### config.mk
export PLATFORM = sky130hd
export DESIGN_NAME = config_memory_crc_scrubber
export DESIGN_NICKNAME = d
export VERILOG_FILES = /design/src/hw/crc_scrub_pkg.sv /design/src/hw/config_memory_crc_scrubber.sv /design/src/hw/crc16_engine.sv /design/src/hw/check_clk_div.sv
export SDC_FILE = /design/constraint.sdc
export NUM_CORES = 1
export LEC_CHECK = 0
export ABC_AREA = 1
export BUFFER_PORTS_ARGS = -buffer_cell sky130_fd_sc_hd__buf_2
export CAP_MARGIN = 30
export CORE_MARGIN = 1.5
export CORE_UTILIZATION = 47
export DETAILED_ROUTE_END_ITERATION = 16
export GPL_TIMING_DRIVEN = 0
export HOLD_SLACK_MARGIN = 0.05
export MAX_ROUTING_LAYER = met4
export PLACE_DENSITY = 0.72
export SYNTH_ARGS = -nofsm -noshare
export SYNTH_HDL_FRONTEND = slang
export SYNTH_HIERARCHICAL = 1
export SYNTH_SLANG_ARGS = --single-unit
### constraint.sdc
create_clock -name clk_i -period 4 [get_ports clk_i]
set_input_delay 0.8 -clock clk_i [delete_from_list [all_inputs] [get_ports clk_i]]
set_output_delay 0.8 -clock clk_i [all_outputs]
set_load 0.1 [all_outputs]
### src/hw/crc_scrub_pkg.sv
// shared constants, types and crc step function for the config memory crc scrubber
package crc_scrub_pkg;
  // ----------------------------------------------------------------
  // geometry of the config cell memory
  // ----------------------------------------------------------------
  localparam int FRAME_BITS = 32; // bits per frame
  localparam int NUM_FRAMES = 8; // frames in the device
  localparam int BIT_IDX_W = 5; // bit index width
  localparam int FRAME_IDX_W = 3; // frame index width
  localparam int CRC_W = 16; // check bits per frame
  localparam logic [BIT_IDX_W-1:0] BIT_LAST = 5'h1F; // last bit index
  localparam logic [BIT_IDX_W-1:0] BIT_FIRST = 5'h00; // first bit index
  localparam logic [FRAME_IDX_W-1:0] FRAME_LAST = 3'h7; // last frame index
  localparam logic [FRAME_IDX_W-1:0] FRAME_FIRST = 3'h0; // first frame index
  // ----------------------------------------------------------------
  // crc polynomial x^16 + x^15 + x^2 + 1
  // ----------------------------------------------------------------
  localparam logic [CRC_W-1:0] CRC_POLY = 16'h8005; // generator taps
  localparam logic [CRC_W-1:0] CRC_ZERO = 16'h0000; // clean signature
  // ----------------------------------------------------------------
  // checker clock divider
  // ----------------------------------------------------------------
  localparam int OSC_MHZ = 100; // internal oscillator rate
  localparam int DIV_SEL_W = 3; // select 0..7 means divide by 2..256
  localparam int DIV_CNT_W = 8; // divider counter width
  localparam logic [DIV_CNT_W-1:0] DIV_BASE_MASK = 8'h01; // divide by two mask
  // ----------------------------------------------------------------
  // jtag instructions and fault injection layout
  // ----------------------------------------------------------------
  localparam int IR_W = 10; // instruction width
  localparam logic [IR_W-1:0] IR_FAULT_INJECT = 10'h015; // fault_inject_instr
  localparam logic [IR_W-1:0] IR_READ_LOC = 10'h016; // read_error_location_instr
  localparam int INJ_W = 21; // fault injection register width
  localparam logic [1:0] INJ_NONE = 2'h0; // no injection
  localparam logic [1:0] INJ_SINGLE = 2'h1; // single byte
  localparam logic [1:0] INJ_DOUBLE = 2'h2; // double adjacent byte
  localparam int BYTES = 4; // bytes per frame
  localparam int BYTE_SEL_W = 2; // byte select width
  // ----------------------------------------------------------------
  // error types and carriers
  // ----------------------------------------------------------------
  localparam logic [1:0] ERR_NONE = 2'h0; // nothing found
  localparam logic [1:0] ERR_SINGLE = 2'h1; // single bit
  localparam logic [1:0] ERR_DOUBLE_ADJ = 2'h2; // two adjacent bits
  localparam logic [1:0] ERR_UNKNOWN = 2'h3; // not located
  localparam int SYNC_W = 14; // synchronised pin count
  typedef struct packed {
    logic [FRAME_IDX_W-1:0] frame; // failing frame
    logic [BIT_IDX_W-1:0] bit_pos; // word bit of first flipped bit
    logic [1:0] etype; // error type
  } err_loc_t;
  localparam int LOC_W = $bits(err_loc_t); // location record width
  typedef struct packed {
    logic [1:0] itype; // injection type
    logic [10:0] byte_loc; // byte location
    logic [7:0] value; // error byte value
  } inj_reg_t;
  typedef enum logic [6:0] {
    ST_CFG_LOAD = 7'h01,
    ST_CFG_CHECK = 7'h02,
    ST_CFG_FAIL = 7'h04,
    ST_IDLE = 7'h08,
    ST_SCAN = 7'h10,
    ST_EVAL = 7'h20,
    ST_SEARCH = 7'h40
  } scrub_state_t;
  // one msb-first crc step
  function automatic logic [CRC_W-1:0] crc_step(input logic [CRC_W-1:0] c, input logic b);
    logic fb;
    fb = c[CRC_W-1] ^ b;
    crc_step = {c[CRC_W-2:0], 1'b0} ^ (fb ? CRC_POLY : CRC_ZERO);
  endfunction
endpackage

### src/hw/config_memory_crc_scrubber.sv
// configuration crc check and user mode background scrubber with error location
//
// Overview of operation
// - check crc of every loaded frame
// - store 16 check bits per frame
// - same polynomial in both checks
// - loop over all frames until reconfiguration
// - scrub only in user mode, enabled
// - checker tick is oscillator over 2..256
// - zero signature drives error low
// - non-zero signature starts location search
// - error output high on detected error
// - detect one, two, three flipped bits
// - locate single and double adjacent errors
// - location readable by jtag and core
// - new location overwrites unread one
// - always move on to next frame
// - ansi 16-bit crc generator
// - memory blocks and io flops unchecked
// - skip ram frames, hold error status
// - jtag writes 21-bit fault injection register
// - inject instruction only in user mode
// - injection type, byte location, byte value
`timescale 1ns/1ps
module config_memory_crc_scrubber
  import crc_scrub_pkg::*;
(
  input wire logic clk_i,
  input wire logic arst_n_i,
  input wire logic ce_i,
  input wire logic reconfig_n_i,
  input wire logic ed_enable_i,
  input wire logic [DIV_SEL_W-1:0] div_sel_i,
  input wire logic [NUM_FRAMES-1:0] ram_frame_mask_i,
  input wire logic cfg_bit_valid_i,
  input wire logic cfg_bit_i,
  input wire logic cfg_check_valid_i,
  input wire logic [CRC_W-1:0] cfg_check_i,
  input wire logic core_loc_ack_i,
  input wire logic [IR_W-1:0] jtag_ir_i,
  input wire logic jtag_tck_i,
  input wire logic jtag_tdi_i,
  input wire logic jtag_capture_i,
  input wire logic jtag_update_i,
  output logic crc_error_o,
  output logic cfg_error_o,
  output logic user_mode_o,
  output err_loc_t loc_o,
  output logic loc_valid_o,
  output logic jtag_tdo_o
);
  // ----------------------------------------------------------------
  // declarations
  // ----------------------------------------------------------------
  scrub_state_t state; // current state
  scrub_state_t next_state; // next state
  logic [BIT_IDX_W-1:0] bit_cnt; // shift order index
  logic [FRAME_IDX_W-1:0] frame_cnt; // current frame
  logic [FRAME_BITS-1:0] cell_mem [NUM_FRAMES]; // config cell memory
  logic [CRC_W-1:0] check_chain [NUM_FRAMES]; // stored check bits
  logic [CRC_W-1:0] crc; // engine result
  logic eng_clr; // engine clear
  logic eng_en; // engine step
  logic eng_bit; // engine data bit
  logic tick; // divided checker tick
  logic adv; // leave current frame
  logic [BIT_IDX_W-1:0] word_idx; // word bit being shifted
  logic rd_bit; // readback bit with injection
  logic [CRC_W-1:0] sig; // frame signature
  logic [CRC_W-1:0] cand; // syndrome of candidate bit
  logic [CRC_W-1:0] cand_next; // syndrome of next bit
  logic [BIT_IDX_W-1:0] wbit; // candidate word bit
  logic hit_single; // single bit match
  logic hit_double; // adjacent pair match
  logic [SYNC_W-1:0] sync1; // first sync stage
  logic [SYNC_W-1:0] sync2; // second sync stage
  logic [1:0] edge_d; // delayed capture, update
  logic tck_rise; // jtag clock edge
  logic cap_rise; // jtag capture edge
  logic upd_rise; // jtag update edge
  logic reconfig_n; // synchronised reconfiguration
  logic [IR_W-1:0] ir; // synchronised instruction
  logic [INJ_W-1:0] jtag_shift; // jtag data shift register
  inj_reg_t inj_pending; // written by jtag, not yet applied
  logic inj_pend_flag; // pending injection present
  inj_reg_t inj_active; // injection used in first frame
  logic [FRAME_BITS-1:0] inj_mask; // bits flipped on readback

  // ----------------------------------------------------------------
  // submodules
  // ----------------------------------------------------------------
  // one engine serves both checks
  crc16_engine u_engine (
    .clk_i(clk_i),
    .arst_n_i(arst_n_i),
    .ce_i(ce_i),
    .clr_i(eng_clr),
    .en_i(eng_en),
    .bit_i(eng_bit),
    .crc_o(crc)
  );

  // tick rate is oscillator over 2..256
  check_clk_div u_div (
    .clk_i(clk_i),
    .arst_n_i(arst_n_i),
    .ce_i(ce_i),
    .div_sel_i(div_sel_i),
    .tick_o(tick)
  );

  // ----------------------------------------------------------------
  // pin synchronisers
  // ----------------------------------------------------------------
  // two flops before use, third only for edges
  always_ff @(posedge clk_i or negedge arst_n_i) begin
    if (!arst_n_i) begin
      // reconfig stage starts at its idle high level, no restart after reset
      sync1 <= {{(SYNC_W-1){1'b0}}, 1'b1};
      sync2 <= {{(SYNC_W-1){1'b0}}, 1'b1};
      edge_d <= '0;
    end else if (ce_i) begin
      sync1 <= {jtag_ir_i, jtag_update_i, jtag_capture_i, jtag_tdi_i, reconfig_n_i};
      sync2 <= sync1;
      edge_d <= {sync2[3], sync2[2]};
    end
  end

  // tck lives outside the packed vector to keep edges apart
  logic [1:0] tck_s; // tck sync stages
  logic tck_d; // tck delayed for edge

  // tck sync chain
  always_ff @(posedge clk_i or negedge arst_n_i) begin
    if (!arst_n_i) begin
      tck_s <= '0;
      tck_d <= 1'b0;
    end else if (ce_i) begin
      tck_s <= {tck_s[0], jtag_tck_i};
      tck_d <= tck_s[1];
    end
  end

  always_comb begin
    reconfig_n = sync2[0];
    ir = sync2[SYNC_W-1:4];
    tck_rise = tck_s[1] & ~tck_d;
    cap_rise = sync2[2] & ~edge_d[0];
    upd_rise = sync2[3] & ~edge_d[1];
  end

  // ----------------------------------------------------------------
  // readback path with fault injection
  // ----------------------------------------------------------------
  // frame word shifted msb first
  always_comb begin
    word_idx = BIT_LAST - bit_cnt;
    rd_bit = cell_mem[frame_cnt][word_idx] ^ inj_mask[word_idx];
  end

  // per byte flip mask from type and location
  genvar gb;
  generate
    for (gb = 0; gb < BYTES; gb++) begin : g_inj
      logic [BYTE_SEL_W-1:0] sel; // selected byte
      logic hit; // this byte is flipped
      always_comb begin
        sel = inj_active.byte_loc[BYTE_SEL_W-1:0];
        hit = 1'b0;
        if (frame_cnt == FRAME_FIRST) begin
          if (inj_active.itype == INJ_SINGLE) begin
            hit = (sel == BYTE_SEL_W'(gb));
          end else if (inj_active.itype == INJ_DOUBLE) begin
            hit = (sel == BYTE_SEL_W'(gb)) || (BYTE_SEL_W'(sel + 2'h1) == BYTE_SEL_W'(gb));
          end
        end
        inj_mask[gb*8 +: 8] = hit ? inj_active.value : 8'h00;
      end
    end
  endgenerate

  // ----------------------------------------------------------------
  // sequencing
  // ----------------------------------------------------------------
  // next state and engine control
  always_comb begin
    next_state = state;
    eng_clr = 1'b0;
    eng_en = 1'b0;
    eng_bit = 1'b0;
    adv = 1'b0;
    case (state)
      ST_CFG_LOAD: begin
        eng_en = cfg_bit_valid_i;
        eng_bit = cfg_bit_i;
        if (cfg_bit_valid_i && bit_cnt == BIT_LAST) begin
          next_state = ST_CFG_CHECK;
        end
      end
      ST_CFG_CHECK: begin
        if (cfg_check_valid_i) begin
          eng_clr = 1'b1;
          if (crc != cfg_check_i) begin
            next_state = ST_CFG_FAIL;
          end else if (frame_cnt == FRAME_LAST) begin
            next_state = ST_IDLE;
          end else begin
            next_state = ST_CFG_LOAD;
          end
        end
      end
      ST_CFG_FAIL: begin
        next_state = ST_CFG_FAIL;
      end
      ST_IDLE: begin
        // start only when enabled in user mode
        if (ed_enable_i) begin
          eng_clr = 1'b1;
          next_state = ST_SCAN;
        end
      end
      ST_SCAN: begin
        if (tick) begin
          if (ram_frame_mask_i[frame_cnt]) begin
            adv = 1'b1;
          end else begin
            eng_en = 1'b1;
            eng_bit = rd_bit;
            if (bit_cnt == BIT_LAST) begin
              next_state = ST_EVAL;
            end
          end
        end
      end
      ST_EVAL: begin
        if (sig == CRC_ZERO) begin
          adv = 1'b1;
        end else begin
          next_state = ST_SEARCH;
        end
      end
      ST_SEARCH: begin
        if (tick && (hit_single || hit_double || wbit == BIT_LAST)) begin
          adv = 1'b1;
        end
      end
      default: begin
        next_state = ST_CFG_LOAD;
      end
    endcase
    if (adv) begin
      eng_clr = 1'b1;
      next_state = ed_enable_i ? ST_SCAN : ST_IDLE;
    end
    // engine held clear while reconfiguration is requested
    if (!reconfig_n) begin
      eng_clr = 1'b1;
      eng_en = 1'b0;
    end
  end

  // state, bit and frame counters
  always_ff @(posedge clk_i or negedge arst_n_i) begin
    if (!arst_n_i) begin
      state <= ST_CFG_LOAD;
      bit_cnt <= BIT_FIRST;
      frame_cnt <= FRAME_FIRST;
    end else if (ce_i) begin
      if (!reconfig_n) begin
        // restart configuration
        state <= ST_CFG_LOAD;
        bit_cnt <= BIT_FIRST;
        frame_cnt <= FRAME_FIRST;
      end else begin
        state <= next_state;
        if (eng_en) begin
          bit_cnt <= bit_cnt + 5'h01;
        end
        if (eng_clr) begin
          bit_cnt <= BIT_FIRST;
        end
        if (state == ST_CFG_CHECK && cfg_check_valid_i && crc == cfg_check_i && frame_cnt != FRAME_LAST) begin
          frame_cnt <= frame_cnt + 3'h1;
        end else if (state == ST_CFG_CHECK && next_state == ST_IDLE) begin
          frame_cnt <= FRAME_FIRST;
        end else if (adv) begin
          frame_cnt <= frame_cnt + 3'h1;
        end
      end
    end
  end

  // ----------------------------------------------------------------
  // storage
  // ----------------------------------------------------------------
  // only config cells are held, no memory or io
  always_ff @(posedge clk_i) begin
    if (ce_i && reconfig_n && state == ST_CFG_LOAD && cfg_bit_valid_i) begin
      cell_mem[frame_cnt][word_idx] <= cfg_bit_i;
    end
  end

  // 16-bit check chain, one word per frame
  always_ff @(posedge clk_i) begin
    if (ce_i && state == ST_CFG_CHECK && cfg_check_valid_i && crc == cfg_check_i) begin
      check_chain[frame_cnt] <= crc;
    end
  end

  // ----------------------------------------------------------------
  // status outputs
  // ----------------------------------------------------------------
  // any change of up to three bits gives non-zero signature
  always_comb begin
    sig = crc ^ check_chain[frame_cnt];
  end

  // error, config error and user mode flags
  always_ff @(posedge clk_i or negedge arst_n_i) begin
    if (!arst_n_i) begin
      crc_error_o <= 1'b0;
      cfg_error_o <= 1'b0;
      user_mode_o <= 1'b0;
    end else if (ce_i) begin
      if (!reconfig_n) begin
        crc_error_o <= 1'b0;
        cfg_error_o <= 1'b0;
        user_mode_o <= 1'b0;
      end else begin
        if (state == ST_EVAL) begin
          crc_error_o <= (sig != CRC_ZERO);
        end
        if (next_state == ST_CFG_FAIL) begin
          cfg_error_o <= 1'b1;
        end
        if (state == ST_CFG_CHECK && next_state == ST_IDLE) begin
          user_mode_o <= 1'b1;
        end
      end
    end
  end

  // ----------------------------------------------------------------
  // error location search
  // ----------------------------------------------------------------
  // syndrome walk with the ansi polynomial
  always_comb begin
    cand_next = crc_step(cand, 1'b0);
    hit_single = (sig == cand);
    hit_double = (wbit != BIT_LAST) && (sig == (cand ^ cand_next));
  end

  // candidate syndrome and bit
  always_ff @(posedge clk_i or negedge arst_n_i) begin
    if (!arst_n_i) begin
      cand <= CRC_ZERO;
      wbit <= BIT_FIRST;
    end else if (ce_i) begin
      if (state == ST_EVAL) begin
        cand <= CRC_POLY;
        wbit <= BIT_FIRST;
      end else if (state == ST_SEARCH && tick) begin
        cand <= cand_next;
        wbit <= wbit + 5'h01;
      end
    end
  end

  // record type and location of the found error
  // a new record overwrites an unread one
  always_ff @(posedge clk_i or negedge arst_n_i) begin
    if (!arst_n_i) begin
      loc_o <= '0;
      loc_valid_o <= 1'b0;
    end else if (ce_i) begin
      if (!reconfig_n) begin
        loc_o <= '0;
        loc_valid_o <= 1'b0;
      end else if (state == ST_SEARCH && adv) begin
        loc_o.frame <= frame_cnt;
        loc_o.bit_pos <= wbit;
        loc_o.etype <= hit_single ? ERR_SINGLE : (hit_double ? ERR_DOUBLE_ADJ : ERR_UNKNOWN);
        // set wins over a read in the same cycle
        loc_valid_o <= 1'b1;
      end else if (core_loc_ack_i || (cap_rise && ir == IR_READ_LOC)) begin
        loc_valid_o <= 1'b0;
      end
    end
  end

  // ----------------------------------------------------------------
  // jtag access
  // ----------------------------------------------------------------
  // location shifted out over jtag
  // injection data shifted in over jtag
  always_ff @(posedge clk_i or negedge arst_n_i) begin
    if (!arst_n_i) begin
      jtag_shift <= '0;
      jtag_tdo_o <= 1'b0;
    end else if (ce_i) begin
      if (cap_rise && ir == IR_READ_LOC) begin
        jtag_shift <= INJ_W'(loc_o);
      end else if (tck_rise && (ir == IR_READ_LOC || ir == IR_FAULT_INJECT)) begin
        jtag_shift <= {sync2[1], jtag_shift[INJ_W-1:1]};
        jtag_tdo_o <= jtag_shift[0];
      end
    end
  end

  // injection accepted only in user mode
  always_ff @(posedge clk_i or negedge arst_n_i) begin
    if (!arst_n_i) begin
      inj_pending <= '0;
      inj_pend_flag <= 1'b0;
      inj_active <= '0;
    end else if (ce_i) begin
      if (!reconfig_n) begin
        inj_pend_flag <= 1'b0;
        inj_active <= '0;
      end else begin
        if (upd_rise && ir == IR_FAULT_INJECT && user_mode_o) begin
          inj_pending <= inj_reg_t'(jtag_shift);
          inj_pend_flag <= 1'b1;
        end else if (adv && frame_cnt == FRAME_LAST) begin
          inj_pend_flag <= 1'b0;
        end
        // type 11 decodes as no injection
        if (adv && frame_cnt == FRAME_LAST && inj_pend_flag) begin
          inj_active <= inj_pending;
        end else if (adv && frame_cnt == FRAME_FIRST) begin
          inj_active <= '0;
        end
      end
    end
  end
endmodule

### src/hw/crc16_engine.sv
// serial 16-bit crc engine shared by configuration and background check
`timescale 1ns/1ps
module crc16_engine
  import crc_scrub_pkg::*;
(
  input wire logic clk_i,
  input wire logic arst_n_i,
  input wire logic ce_i,
  input wire logic clr_i,
  input wire logic en_i,
  input wire logic bit_i,
  output logic [CRC_W-1:0] crc_o
);
  // ----------------------------------------------------------------
  // crc register
  // ----------------------------------------------------------------
  // clear wins over a step
  always_ff @(posedge clk_i or negedge arst_n_i) begin
    if (!arst_n_i) begin
      crc_o <= CRC_ZERO;
    end else if (ce_i) begin
      if (clr_i) begin
        crc_o <= CRC_ZERO;
      end else if (en_i) begin
        crc_o <= crc_step(crc_o, bit_i);
      end
    end
  end
endmodule

### src/hw/check_clk_div.sv
// power-of-two divider making the checker tick
`timescale 1ns/1ps
module check_clk_div
  import crc_scrub_pkg::*;
(
  input wire logic clk_i,
  input wire logic arst_n_i,
  input wire logic ce_i,
  input wire logic [DIV_SEL_W-1:0] div_sel_i,
  output logic tick_o
);
  logic [DIV_CNT_W-1:0] cnt; // free running count
  logic [DIV_CNT_W-1:0] mask; // low bits that must be all ones

  // mask selects divide by 2 to 256
  always_comb begin
    mask = (DIV_BASE_MASK << div_sel_i) | ((DIV_BASE_MASK << div_sel_i) - DIV_BASE_MASK);
  end

  // ----------------------------------------------------------------
  // counter and tick
  // ----------------------------------------------------------------
  // one tick per divided period
  always_ff @(posedge clk_i or negedge arst_n_i) begin
    if (!arst_n_i) begin
      cnt <= '0;
      tick_o <= 1'b0;
    end else if (ce_i) begin
      cnt <= cnt + DIV_BASE_MASK;
      tick_o <= ((cnt & mask) == mask);
    end
  end
endmodule

Word-level counts from Yosys, hierarchy flattened
Memories as Yosys holds them, arrays and structs flattened.
Index checks and enable logic that the tools add are counted.
{"block": "word_totals", "regBits": 164, "mem_bits_rw": 384, "input_bits": 50, "output_inout_bits": 15, "mem_count": 2}
{"memory": "cell_mem", "depth": 8, "word_bits": 32, "read_ports": 1, "rd_clocked_by_memory_dff": 0, "write_ports": 1, "line": "config_memory_crc_scrubber.sv:59", "rtl": "logic [FRAME_BITS-1:0] cell_mem [NUM_FRAMES];"}
{"memory": "check_chain", "depth": 8, "word_bits": 16, "read_ports": 1, "rd_clocked_by_memory_dff": 0, "write_ports": 1, "line": "config_memory_crc_scrubber.sv:60", "rtl": "logic [CRC_W-1:0] check_chain [NUM_FRAMES];"}
{"block": "classes", "add_sub_neg": 7, "n_lt_le_gt_ge": 3, "eq_ne": 38, "shift": 1, "mux": 94, "bitwise_logic": 15, "reduce_logical": 53}
{"cell": "21-bit two-way mux", "count": 5}
{"cell": "16-bit two-way mux", "count": 6}
{"cell": "16-bit XOR", "count": 4}
{"cell": "7-bit two-way mux", "count": 9}
{"cell": "7-bit one-hot mux with 7 select lines", "count": 1}
{"cell": "16-bit == test", "count": 3}
{"cell": "1-bit two-way mux", "count": 45}
{"cell": "32-bit two-way mux", "count": 1}
{"cell": "8-bit two-way mux", "count": 4}
{"cell": "5-bit two-way mux", "count": 6}
{"cell": "2-bit AND reduction", "count": 12}
{"cell": "1-bit logical AND", "count": 23}
{"cell": "10-bit by 5-bit == test with 1-bit output (second input constant)", "count": 2}
{"cell": "10-bit two-way mux", "count": 2}
{"cell": "16-bit logical NOT", "count": 1}
{"cell": "16-bit inequality test", "count": 1}
{"cell": "16-bit nonzero test", "count": 1}
{"cell": "7-bit by 3-bit == test with 1-bit output (second input constant)", "count": 2}
{"cell": "7-bit by 4-bit == test with 1-bit output (second input constant)", "count": 2}
{"cell": "3-bit two-way mux", "count": 4}
{"cell": "5-bit by 1-bit adder with 5-bit output (second input constant)", "count": 2}
{"cell": "1-bit binary-select mux with 5-bit select", "count": 2}
{"cell": "2-bit == test (second input constant)", "count": 5}
{"cell": "5-bit == test (second input constant)", "count": 2}
{"cell": "other kinds (38)", "count": 66}

Longest topological paths before layout
Gate-level depths: netlist of run 1.
{"block": "depth", "depth_word": 18, "mapped_depth": 25, "ltp_nobuf": 24}

By module
Netlist of run 1, hierarchy kept.
{"mod": "config_memory_crc_scrubber", "instances": 1, "cells_per_inst": 2457, "area_per_inst_um2": 23547.6, "seq_area_each_um2": 14787.9}
{"mod": "crc16_engine", "instances": 1, "cells_per_inst": 69, "area_per_inst_um2": 725.7, "seq_area_each_um2": 400.4}
{"mod": "check_clk_div", "instances": 1, "cells_per_inst": 61, "area_per_inst_um2": 486.7, "seq_area_each_um2": 225.2}

Least setup slack after synthesis of run 1
OpenSTA, ideal clock, no wires.
{"block": "synth_timing", "path_type": "flip-flop to flip-flop", "startpoint": "register frame_cnt[0]", "endpoint": "memory check_chain[2][0], enable pin", "setup_ps": 388, "arrival_ps": 2409, "t_required_ps": 3612, "setup_slack_ps": 1203, "path_stages_with_launch": 9, "n_path_buf": 5, "synth_period_minus_slack_ps": 2797, "cell_sequence": "dfrtp_1 -> buf_6 -> buf_6 -> buf_6 -> nor2_1 -> clkbuf_1 -> inv_1 -> buf_1 -> nor2_1"}
{"item": "start, declared", "line": "config_memory_crc_scrubber.sv:58", "rtl": "logic [FRAME_IDX_W-1:0] frame_cnt;"}
{"item": "start signal, assigned", "line": "config_memory_crc_scrubber.sv:283", "rtl": "frame_cnt <= frame_cnt + 3'h1;"}
{"item": "start signal, assigned", "line": "config_memory_crc_scrubber.sv:287", "rtl": "frame_cnt <= frame_cnt + 3'h1;"}
{"item": "end, declared", "line": "config_memory_crc_scrubber.sv:60"}
No word-level cell before the write port.

Worst setup path in the final report of run 1
{"block": "layout_timing", "startpoint": "register frame_cnt[1]", "endpoint": "register u_engine.crc_o[2]"}
{"block": "layout_via", "elab_chain_cells": 14, "elab_cells_between_ends": 47, "cone_classes": "eq/ne (2); mux (31); bitwise (4); reduce/logical (8); memory (2)"}
{"item": "parallel branches: the longest is 6 deep, another holds memory 8 x 32 bit"}
{"item": "1-bit two-way mux *", "line": "config_memory_crc_scrubber.sv:224", "rtl": "if (ram_frame_mask_i[frame_cnt]) begin"}
{"item": "1-bit two-way mux *", "line": "config_memory_crc_scrubber.sv:223", "rtl": "if (tick) begin"}
{"item": "1-bit one-hot mux with 2 select lines *", "line": "config_memory_crc_scrubber.sv:192", "rtl": "case (state)"}
{"item": "via eng_bit", "line": "config_memory_crc_scrubber.sv:64", "rtl": "logic eng_bit;"}
{"item": "1-bit XOR *", "line": "crc_scrub_pkg.sv:70", "rtl": "fb = c[CRC_W-1] ^ b;"}
{"item": "16-bit two-way mux *", "line": "crc_scrub_pkg.sv:71", "rtl": "crc_step = {c[CRC_W-2:0], 1'b0} ^ (fb ? CRC_POLY : CRC_ZERO);"}
{"item": "16-bit XOR *", "line": "crc_scrub_pkg.sv:71"}
{"item": "16-bit two-way mux *", "line": "crc16_engine.sv:24", "rtl": "end else if (en_i) begin"}
{"item": "16-bit two-way mux *", "line": "crc16_engine.sv:22", "rtl": "if (clr_i) begin"}
{"item": "end signal, assigned", "line": "crc16_engine.sv:25", "rtl": "crc_o <= crc_step(crc_o, bit_i);"}
{"item": "end, declared", "line": "crc16_engine.sv:12", "rtl": "output logic [CRC_W-1:0] crc_o"}
Mark *: on every way through the listed nets, which the timed path passes. The select of a mux whose other input is x is not followed.
A chain may end at the register's enable or synchronous reset.

==> flow_summary.json, run 1 <==
{
  "clock_sink_count": 539,
  "ys_types": 51,
  "clockBufferDepth": 3,
  "firstDrtPassIters": 6,
  "post-route-period-util_pct": 94.4,
  "yosysMostFrequentCell": "nand2_1",
  "fin_cells": 3446,
  "dpl_cell_area_mm2": 0.0262,
  "tns_ns": 0,
  "grt_pass1_vias": 18500,
  "power_density_mw_per_mm2": 467,
  "port_buffers": 64,
  "drtIter0Drc": 2365,
  "io-pin-count": 65,
  "synth.top_cells.by_area": "edfxtp_1 (47%), dfrtp_1 (15%), nand2_1 (10%)",
  "slowest_delay_ns": 0.67,
  "dp_cells": 3343,
  "post-cts-setup-buffers": 0,
  "worstHoldPathType": "in -> async",
  "hpwl_um": 45900,
  "grt_max_degree": 131,
  "dp_slack_ns": -0.349,
  "wire_per_inst_um": 19.7,
  "cts_tree": "built",
  "whs_ns": 0.132,
  "finClkSkew_ns": 0.0226,
  "ir_worst_vdd_mv": 0.333,
  "cts_root_buf": "clkbuf_16",
  "slew_violations": 0,
  "clock_latency_ns": 0.62,
  "ant_nets": 0,
  "path_class": "reg -> reg",
  "cp_slowest_cell": "clkbuf_1",
  "synth_top_cells_by_count": "nand2_1 (670), nor2_1 (415), edfxtp_1 (384)",
  "maxCapViolCount": 0,
  "power_mw": 13.1,
  "place.gp.congestion": 0.914,
  "start_util_pct": 47.9,
  "track_usage_pct": 26.2,
  "cts_made_buffers": 55,
  "diodes": 0,
  "post-route-util_pct": 54.0,
  "synth_edf_count": 384,
  "die_h_um": 233,
  "tightestPinTransition_ns": 1.14,
  "areaGrowthSynthToFinish_pct": 12.8,
  "async_flop_share_pct": 28.8,
  "period_needed_ns": 3.78,
  "via_per_inst": 5.56,
  "layout-drive-gt1-share_pct": 9.44,
  "cp_common_cell": "nand2_1",
  "fillCellCount": 4493,
  "worst_setup_path_end_kind": "flip-flop",
  "synth_nets": 2654,
  "crit_chain": "buf_4, inv_2, nand2_1, nor2_1, clkbuf_1, a22oi_1, nand4_1, o211ai_1, nand3_1, nand3_1, nand2_1, nor2_1, nand2_1, nand3b_1, nand2_1, inv_1, nand2_1, nand3_1, nand3_1, nand2_1",
  "synth_flop_cell": "edfxtp_1",
  "synth_area_leader_cell": "edfxtp_1",
  "coreArea_mm2": 0.0517,
  "htree_levels": 2,
  "syn_area_per_cell_um2": 9.57,
  "overflow": 0,
  "rows": 83,
  "antenna_found_initial": 0,
  "cp.required_ns": 4.48,
  "grt_pass1_wl_um": 104000,
  "fmax_mhz": 265,
  "synth_top_cell_area_share_pct": 46.6,
  "syn_area_mm2": 0.0248,
  "setup_viol": 0,
  "slew_headroom_pct": 23.9,
  "wirelength_um": 68000,
  "via_count": 19200,
  "path_clk_slew_ns": 0.06,
  "grt_setup_unrepaired": "no",
  "drcViolationCount": 0,
  "hold_violations": 0,
  "seq_area_frac_synth_pct": 62.3,
  "die_area_mm2": 0.0541,
  "syn_inst": 2587,
  "crit_arrival_ns": 4.26,
  "ys_seq_elements": 539,
  "design_area_mm2": 0.0279,
  "leakage_nw": 11.4,
  "fin_ws_ns": 0.224,
  "ys.warnings.count": 6,
  "path_max_fanout": 10,
  "dieWidth_um": 233,
  "status": "completed",
  "startpoint_type": "flip-flop",
  "fin_nets": 2787
}
where the power goes:
part	internal, mW	switching (mW)	total (mW)	leakage, nW
clock network	2.81	2.15	4.96	0.828
registers	6.08	0.0845	6.17	5.46
logic	0.536	1.39	1.92	5.10
layer usage:
metal	vias to the layer above	global-route usage, %	wire length [um]
met1	9204	33.4	27200
met2	895	40.3	31700
met3	216	4.57	5710
met4	0	13.2	3390
li1	8849	-	-
met5	-	-	0
placed cells by master, fill, tap and decap left out, types with 7 or more instances in the layout:
cell / Yosys / final
a21oi_1: 33 / 33
a221oi_1: 29 / 29
a22o_1: 8 / 8
a22oi_1: 21 / 21
buf_1: 14 / 11
buf_2: 15 / 75
buf_4: 8 / 10
buf_6: 8 / 11
clkbuf_1: 57 / 53
clkbuf_16: 0 / 56
clkbuf_2: 0 / 14
clkinv_1: 7 / 29
dfrtp_1: 152 / 152
edfxtp_1: 384 / 384
ha_1: 17 / 17
inv_1: 290 / 290
nand2_1: 670 / 668
nand2_2: 6 / 8
nand3_1: 120 / 120
nand3b_1: 7 / 7
nand4_1: 63 / 63
nor2_1: 415 / 403
nor2_2: 1 / 13
nor3_1: 14 / 14
nor4_1: 13 / 13
o211ai_1: 14 / 14
o21ai_0: 81 / 81
o21ai_1: 15 / 15
o22ai_1: 30 / 30
o22ai_2: 10 / 10
or2_2: 12 / 12
xnor2_1: 16 / 16
xor2_1: 14 / 14
critical path, delay by kind of cell (launching register included):
kind / cells / cell delay (ns)
buffers and inverters: 4 / 1.03
AO/OA/AOI/OAI: 2 / 0.31
flip-flops: 1 / 0.38
AND/OR/NAND/NOR: 14 / 1.92
worst paths after layout:
check | slack (ns) | cells past startpoint | from | end
max reg2reg | 0.22 | 20 | frame_cnt[1] | u_engine/crc_o[2]
max in group asynchronous | 2.95 | 2 | arst_n_i | jtag_shift[14]
min in group clk_i | 0.38 | 3 | jtag_ir_i[7] | sync1[11]
min | 0.13 | 1 | arst_n_i | cand[12]
max | 0.22 | 20 | frame_cnt[1] | u_engine/crc_o[2]
min reg2reg | 0.47 | 2 | sync1[0] | sync1[0]
kinds of logic after synthesis:
| family | synth area share (%) |
|---|---|
| and+or+nand+nor | 22.3 |
| DFF | 62.3 |
| buffers and inverters | 6.62 |
| AOI/OAI and AO/OA | 6.82 |
| xor gates and xnor gates | 1.15 |
| adders and majority gates | 0.859 |
| muxes | 0.0404 |
registers in the layout, indices dropped and copies added, names as in the netlist, 3 cells and up:
signal          count
wbit                5
cell_mem          256
u_div/cnt           8
bit_cnt             5
frame_cnt           3
sync1              14
cand               16
check_chain       128
sync2              14
state               7
jtag_shift         21
loc_o              10
u_engine/crc_o     16
inj_active         10
inj_pending        12
final cells by class:
class	count	area (um^2)	share of cell area (%)
Timing Repair Buffer	77	539	1.93
Clock buffer	64	1430	5.12
Tap cell	680	851	3.05
Inverter	305	1150	4.12
Multi-Input combinational cell	1641	7740	27.7
Clock inverter	39	295	1.06
Sequential cell	539	15400	55.2
Buffer	101	510	1.83
what timing repair did:
| action | 4_1_cts | 5_1_grt |
|---|---|---|
| cloned | 0 | 0 |
| gates resized for setup | 8 | 30 |
| setup endpoints to repair | 19 | 3 |
| hold buffers | 0 | 0 |
No activity file was read; power rests on OpenSTA's default activity.
==> run 2: changes to the inputs <==
--- a/config.mk
+++ b/config.mk
@@ -5,7 +5,6 @@
 export SDC_FILE = /design/constraint.sdc
 export NUM_CORES = 1
 export LEC_CHECK = 0
-export ABC_AREA = 1
 export BUFFER_PORTS_ARGS = -buffer_cell sky130_fd_sc_hd__buf_2
 export CAP_MARGIN = 30
 export CORE_MARGIN = 1.5
==> flow_summary.json, run 2 <==
{
  "slowest_delay_ns": 0.56,
  "comb_power_share_pct": 5.9,
  "ys.warnings.count": 6,
  "multi_input_area_mm2": 0.00887,
  "cts_tree": "built",
  "hold_violations": 0,
  "port_buffers": 64,
  "ys_types": 90,
  "clock_latency_ns": 0.62,
  "top_register": "cell_mem",
  "overflow": 0,
  "drcViolationCount": 0,
  "slew_violations": 0,
  "r2r-start": "frame_cnt[0]",
  "seqPwrFrac_pct": 52.4,
  "areaGrowthSynthToFinish_pct": 16.4,
  "whs_ns": 0.183,
  "layout-drive-gt1-share_pct": 20.6,
  "async_flop_share_pct": 28.8,
  "post-route-period-util_pct": 106,
  "coreArea_mm2": 0.0517,
  "yosysMostFrequentCell": "edfxtp_1",
  "die_h_um": 232,
  "power_density_mw_per_mm2": 413,
  "status": "finished, violations left",
  "maxCapViolCount": 0,
  "startpoint": "frame_cnt[0]",
  "period_needed_ns": 4.23,
  "ant_nets": 0,
  "die_area_mm2": 0.0540,
  "via_count": 17300,
  "clock_sink_count": 539,
  "clock_power_share_pct": 41.7,
  "start_util_pct": 47.9,
  "post-route-util_pct": 55.7,
  "clockBufferDepth": 3,
  "synth_top_cell_area_share_pct": 46.6,
  "crit_chain": "buf_12, buf_6, buf_12, buf_12, buf_12, nor2b_1, clkbuf_2, a221oi_1, nor2_1, o21ai_0, mux4_2, mux2i_2, xor2_1, mux2i_1, a22o_2, xnor2_2, or4_4, nand3_2",
  "synth_edf_count": 384,
  "htree_levels": 2,
  "top_regs": "cell_mem: 256 flops, check_chain: 128 flops, jtag_shift: 21 flops",
  "firstDrtPassIters": 5,
  "grt_setup_unrepaired": "yes",
  "r2r-end": "u_engine/crc_o[15]",
  "cts_made_buffers": 55,
  "via_per_inst": 6.06,
  "tns_ns": -1.07,
  "drtIter0Drc": 1935,
  "syn_area_mm2": 0.0247,
  "largest_reg_flops": 256,
  "place.gp.congestion": 0.890,
  "ff2ff_path_depth": 18,
  "synth_nets": 2011,
  "ir_worst_vdd_mv": 0.312,
  "fillCellCount": 4202,
  "grt_max_degree": 158,
  "setup_viol": 16,
  "syn_inst": 1944,
  "track_usage_pct": 26.0,
  "violations": "setup timing",
  "tightestPinTransition_ns": 0.953,
  "netSwitchingPower_mw": 2.73,
  "crit_arrival_ns": 4.79,
  "fin_nets": 2192,
  "grt_pass1_vias": 16900,
  "design_area_mm2": 0.0288,
  "worstHoldPathType": "in -> async",
  "path_class": "reg -> reg",
  "p_sw_share_pct": 23.0,
  "antenna_found_initial": 0,
  "cp_slowest_cell": "mux4_2",
  "cp.required_ns": 4.56,
  "io-pin-count": 65,
  "rows": 83,
  "dp_slack_ns": -1.09,
  "synth_area_leader_cell": "edfxtp_1",
  "seq_area_mm2": 0.0154,
  "grt_pass1_wl_um": 102000,
  "path_max_fanout": 8,
  "cp_common_cell": "buf_12",
  "crit_end": "u_engine/crc_o[15]",
  "startpoint_type": "flip-flop",
  "ys_seq_elements": 539,
  "leakage_nw": 10.3,
  "synth_top_cells_by_count": "edfxtp_1 (384), nor2_1 (320), dfrtp_1 (152)",
  "finClkSkew_ns": 0.0245,
  "rrSetupSlack_ns": -0.23,
  "cts_root_buf": "clkbuf_16",
  "wirelength_um": 68500,
  "hpwl_um": 44800,
  "seq_area_frac_synth_pct": 62.3,
  "diodes": 0,
  "fmax_mhz": 236,
  "wire_per_inst_um": 24.1,
  "worst_setup_path_end_kind": "flip-flop",
  "final_common_cell": "edfxtp_1",
  "power.internal_mw": 9.17,
  "syn_area_per_cell_um2": 12.7,
  "layout_common_cells": "edfxtp_1 (384), nor2_1 (305), dfrtp_1 (150)",
  "path_clk_slew_ns": 0.07,
  "dieWidth_um": 232,
  "synth_flop_cell": "edfxtp_1",
  "slew_headroom_pct": 36.3,
  "synth.top_cells.by_area": "edfxtp_1 (47%), dfrtp_1 (15%), nor2_1 (4.9%)",
  "dpl_cell_area_mm2": 0.0261,
  "fin_ws_ns": -0.232
}
==> run 2: changes by cell type in the layout (fill, tap and decap cells not counted), sizes merged, moves of 36 or more <==
cell and delta:
nand3 -100, nand2 -527, mux2 +74, buf +65, inv -262, nor2 -96, nand4 -47, mux2i +83
o21ai -40, a22o +36, xnor2 +48
==> run 2: per-stage QoR <==
stage / power [mW] / std cells
2_1_floorplan: 6.72 / 1944
4_1_cts: 11.9 / 2815
3_5_place_dp: 7.01 / 2699
6_report: 11.9 / 2848
3_3_place_gp: 6.98 / 2688
5_1_grt: 12.2 / 2848
==> run 2: final cells by class <==
class                      instances  area share [%]
clock buffer                      79            5.20
sequential                       539            53.5
multi-input combinational       1242            30.8
clock inverter                    21           0.695
tap                              680            2.95
buffer                           123            2.97
timing repair buffer             127            3.35
inverter                          37           0.482
==> run 2: power by group through the flow <==
stage | sequential (mW) | clock (mW) | combinational (mW)
3_5_place_dp | 6.34 | 0 | 0.662
6_report | 6.23 | 4.97 | 0.700
4_1_cts | 6.23 | 5.00 | 0.675
3_3_place_gp | 6.34 | 0 | 0.633
2_1_floorplan | 6.33 | 0 | 0.383
5_1_grt | 6.25 | 5.22 | 0.751
==> run 2: per-layer routing <==
metal / routed length [um] / GRT usage [%]
met5: 0 / -
met4: 3180 / 11.7
met3: 6070 / 3.79
met2: 32100 / 40.1
met1: 27100 / 34.4
==> run 2: cell families after synthesis <==
group | count (synthesis) | share of synthesized area (%)
simple gates | 629 | 11.4
flops | 539 | 62.3
compound gates | 322 | 9.74
mux | 180 | 8.87
buf+inv | 163 | 3.14
xor+xnor | 94 | 3.67
fa+ha+maj | 17 | 0.859
==> run 2: worst min path at each step <==
stage	startpoint	to	cells past startpoint	slack, ns
after floorplan	u_div/cnt[7]	u_div/cnt[7]	1	0.44
after global routing	arst_n_i	cand[6]	1	0.23
after CTS	arst_n_i	cand[6]	1	0.21
after global placement	u_div/cnt[7]	u_div/cnt[7]	1	0.46
after detailed placement	u_div/cnt[6]	u_div/cnt[6]	1	0.46
final	arst_n_i	cand[6]	1	0.18
==> run 2: what timing repair did <==
| action | in CTS | in global routing |
|---|---|---|
| hold buffers | 0 | 0 |
| gates resized for setup | 111 | 39 |
| pin swaps | 8 | 21 |
| cloned | 0 | 0 |
| buffers inserted | 19 | 33 |
| hold endpoints to repair | 0 | 0 |
| setup endpoints to repair | 176 | 140 |
==> run 2: worst max-delay path, delay by kind of cell, from the launching register on <==
family | cells | cell delay (ns)
xor+xnor | 2 | 0.34
buf+inv | 6 | 1.00
flops | 1 | 0.41
compound gates | 3 | 0.74
mux | 3 | 0.91
simple gates | 4 | 0.76
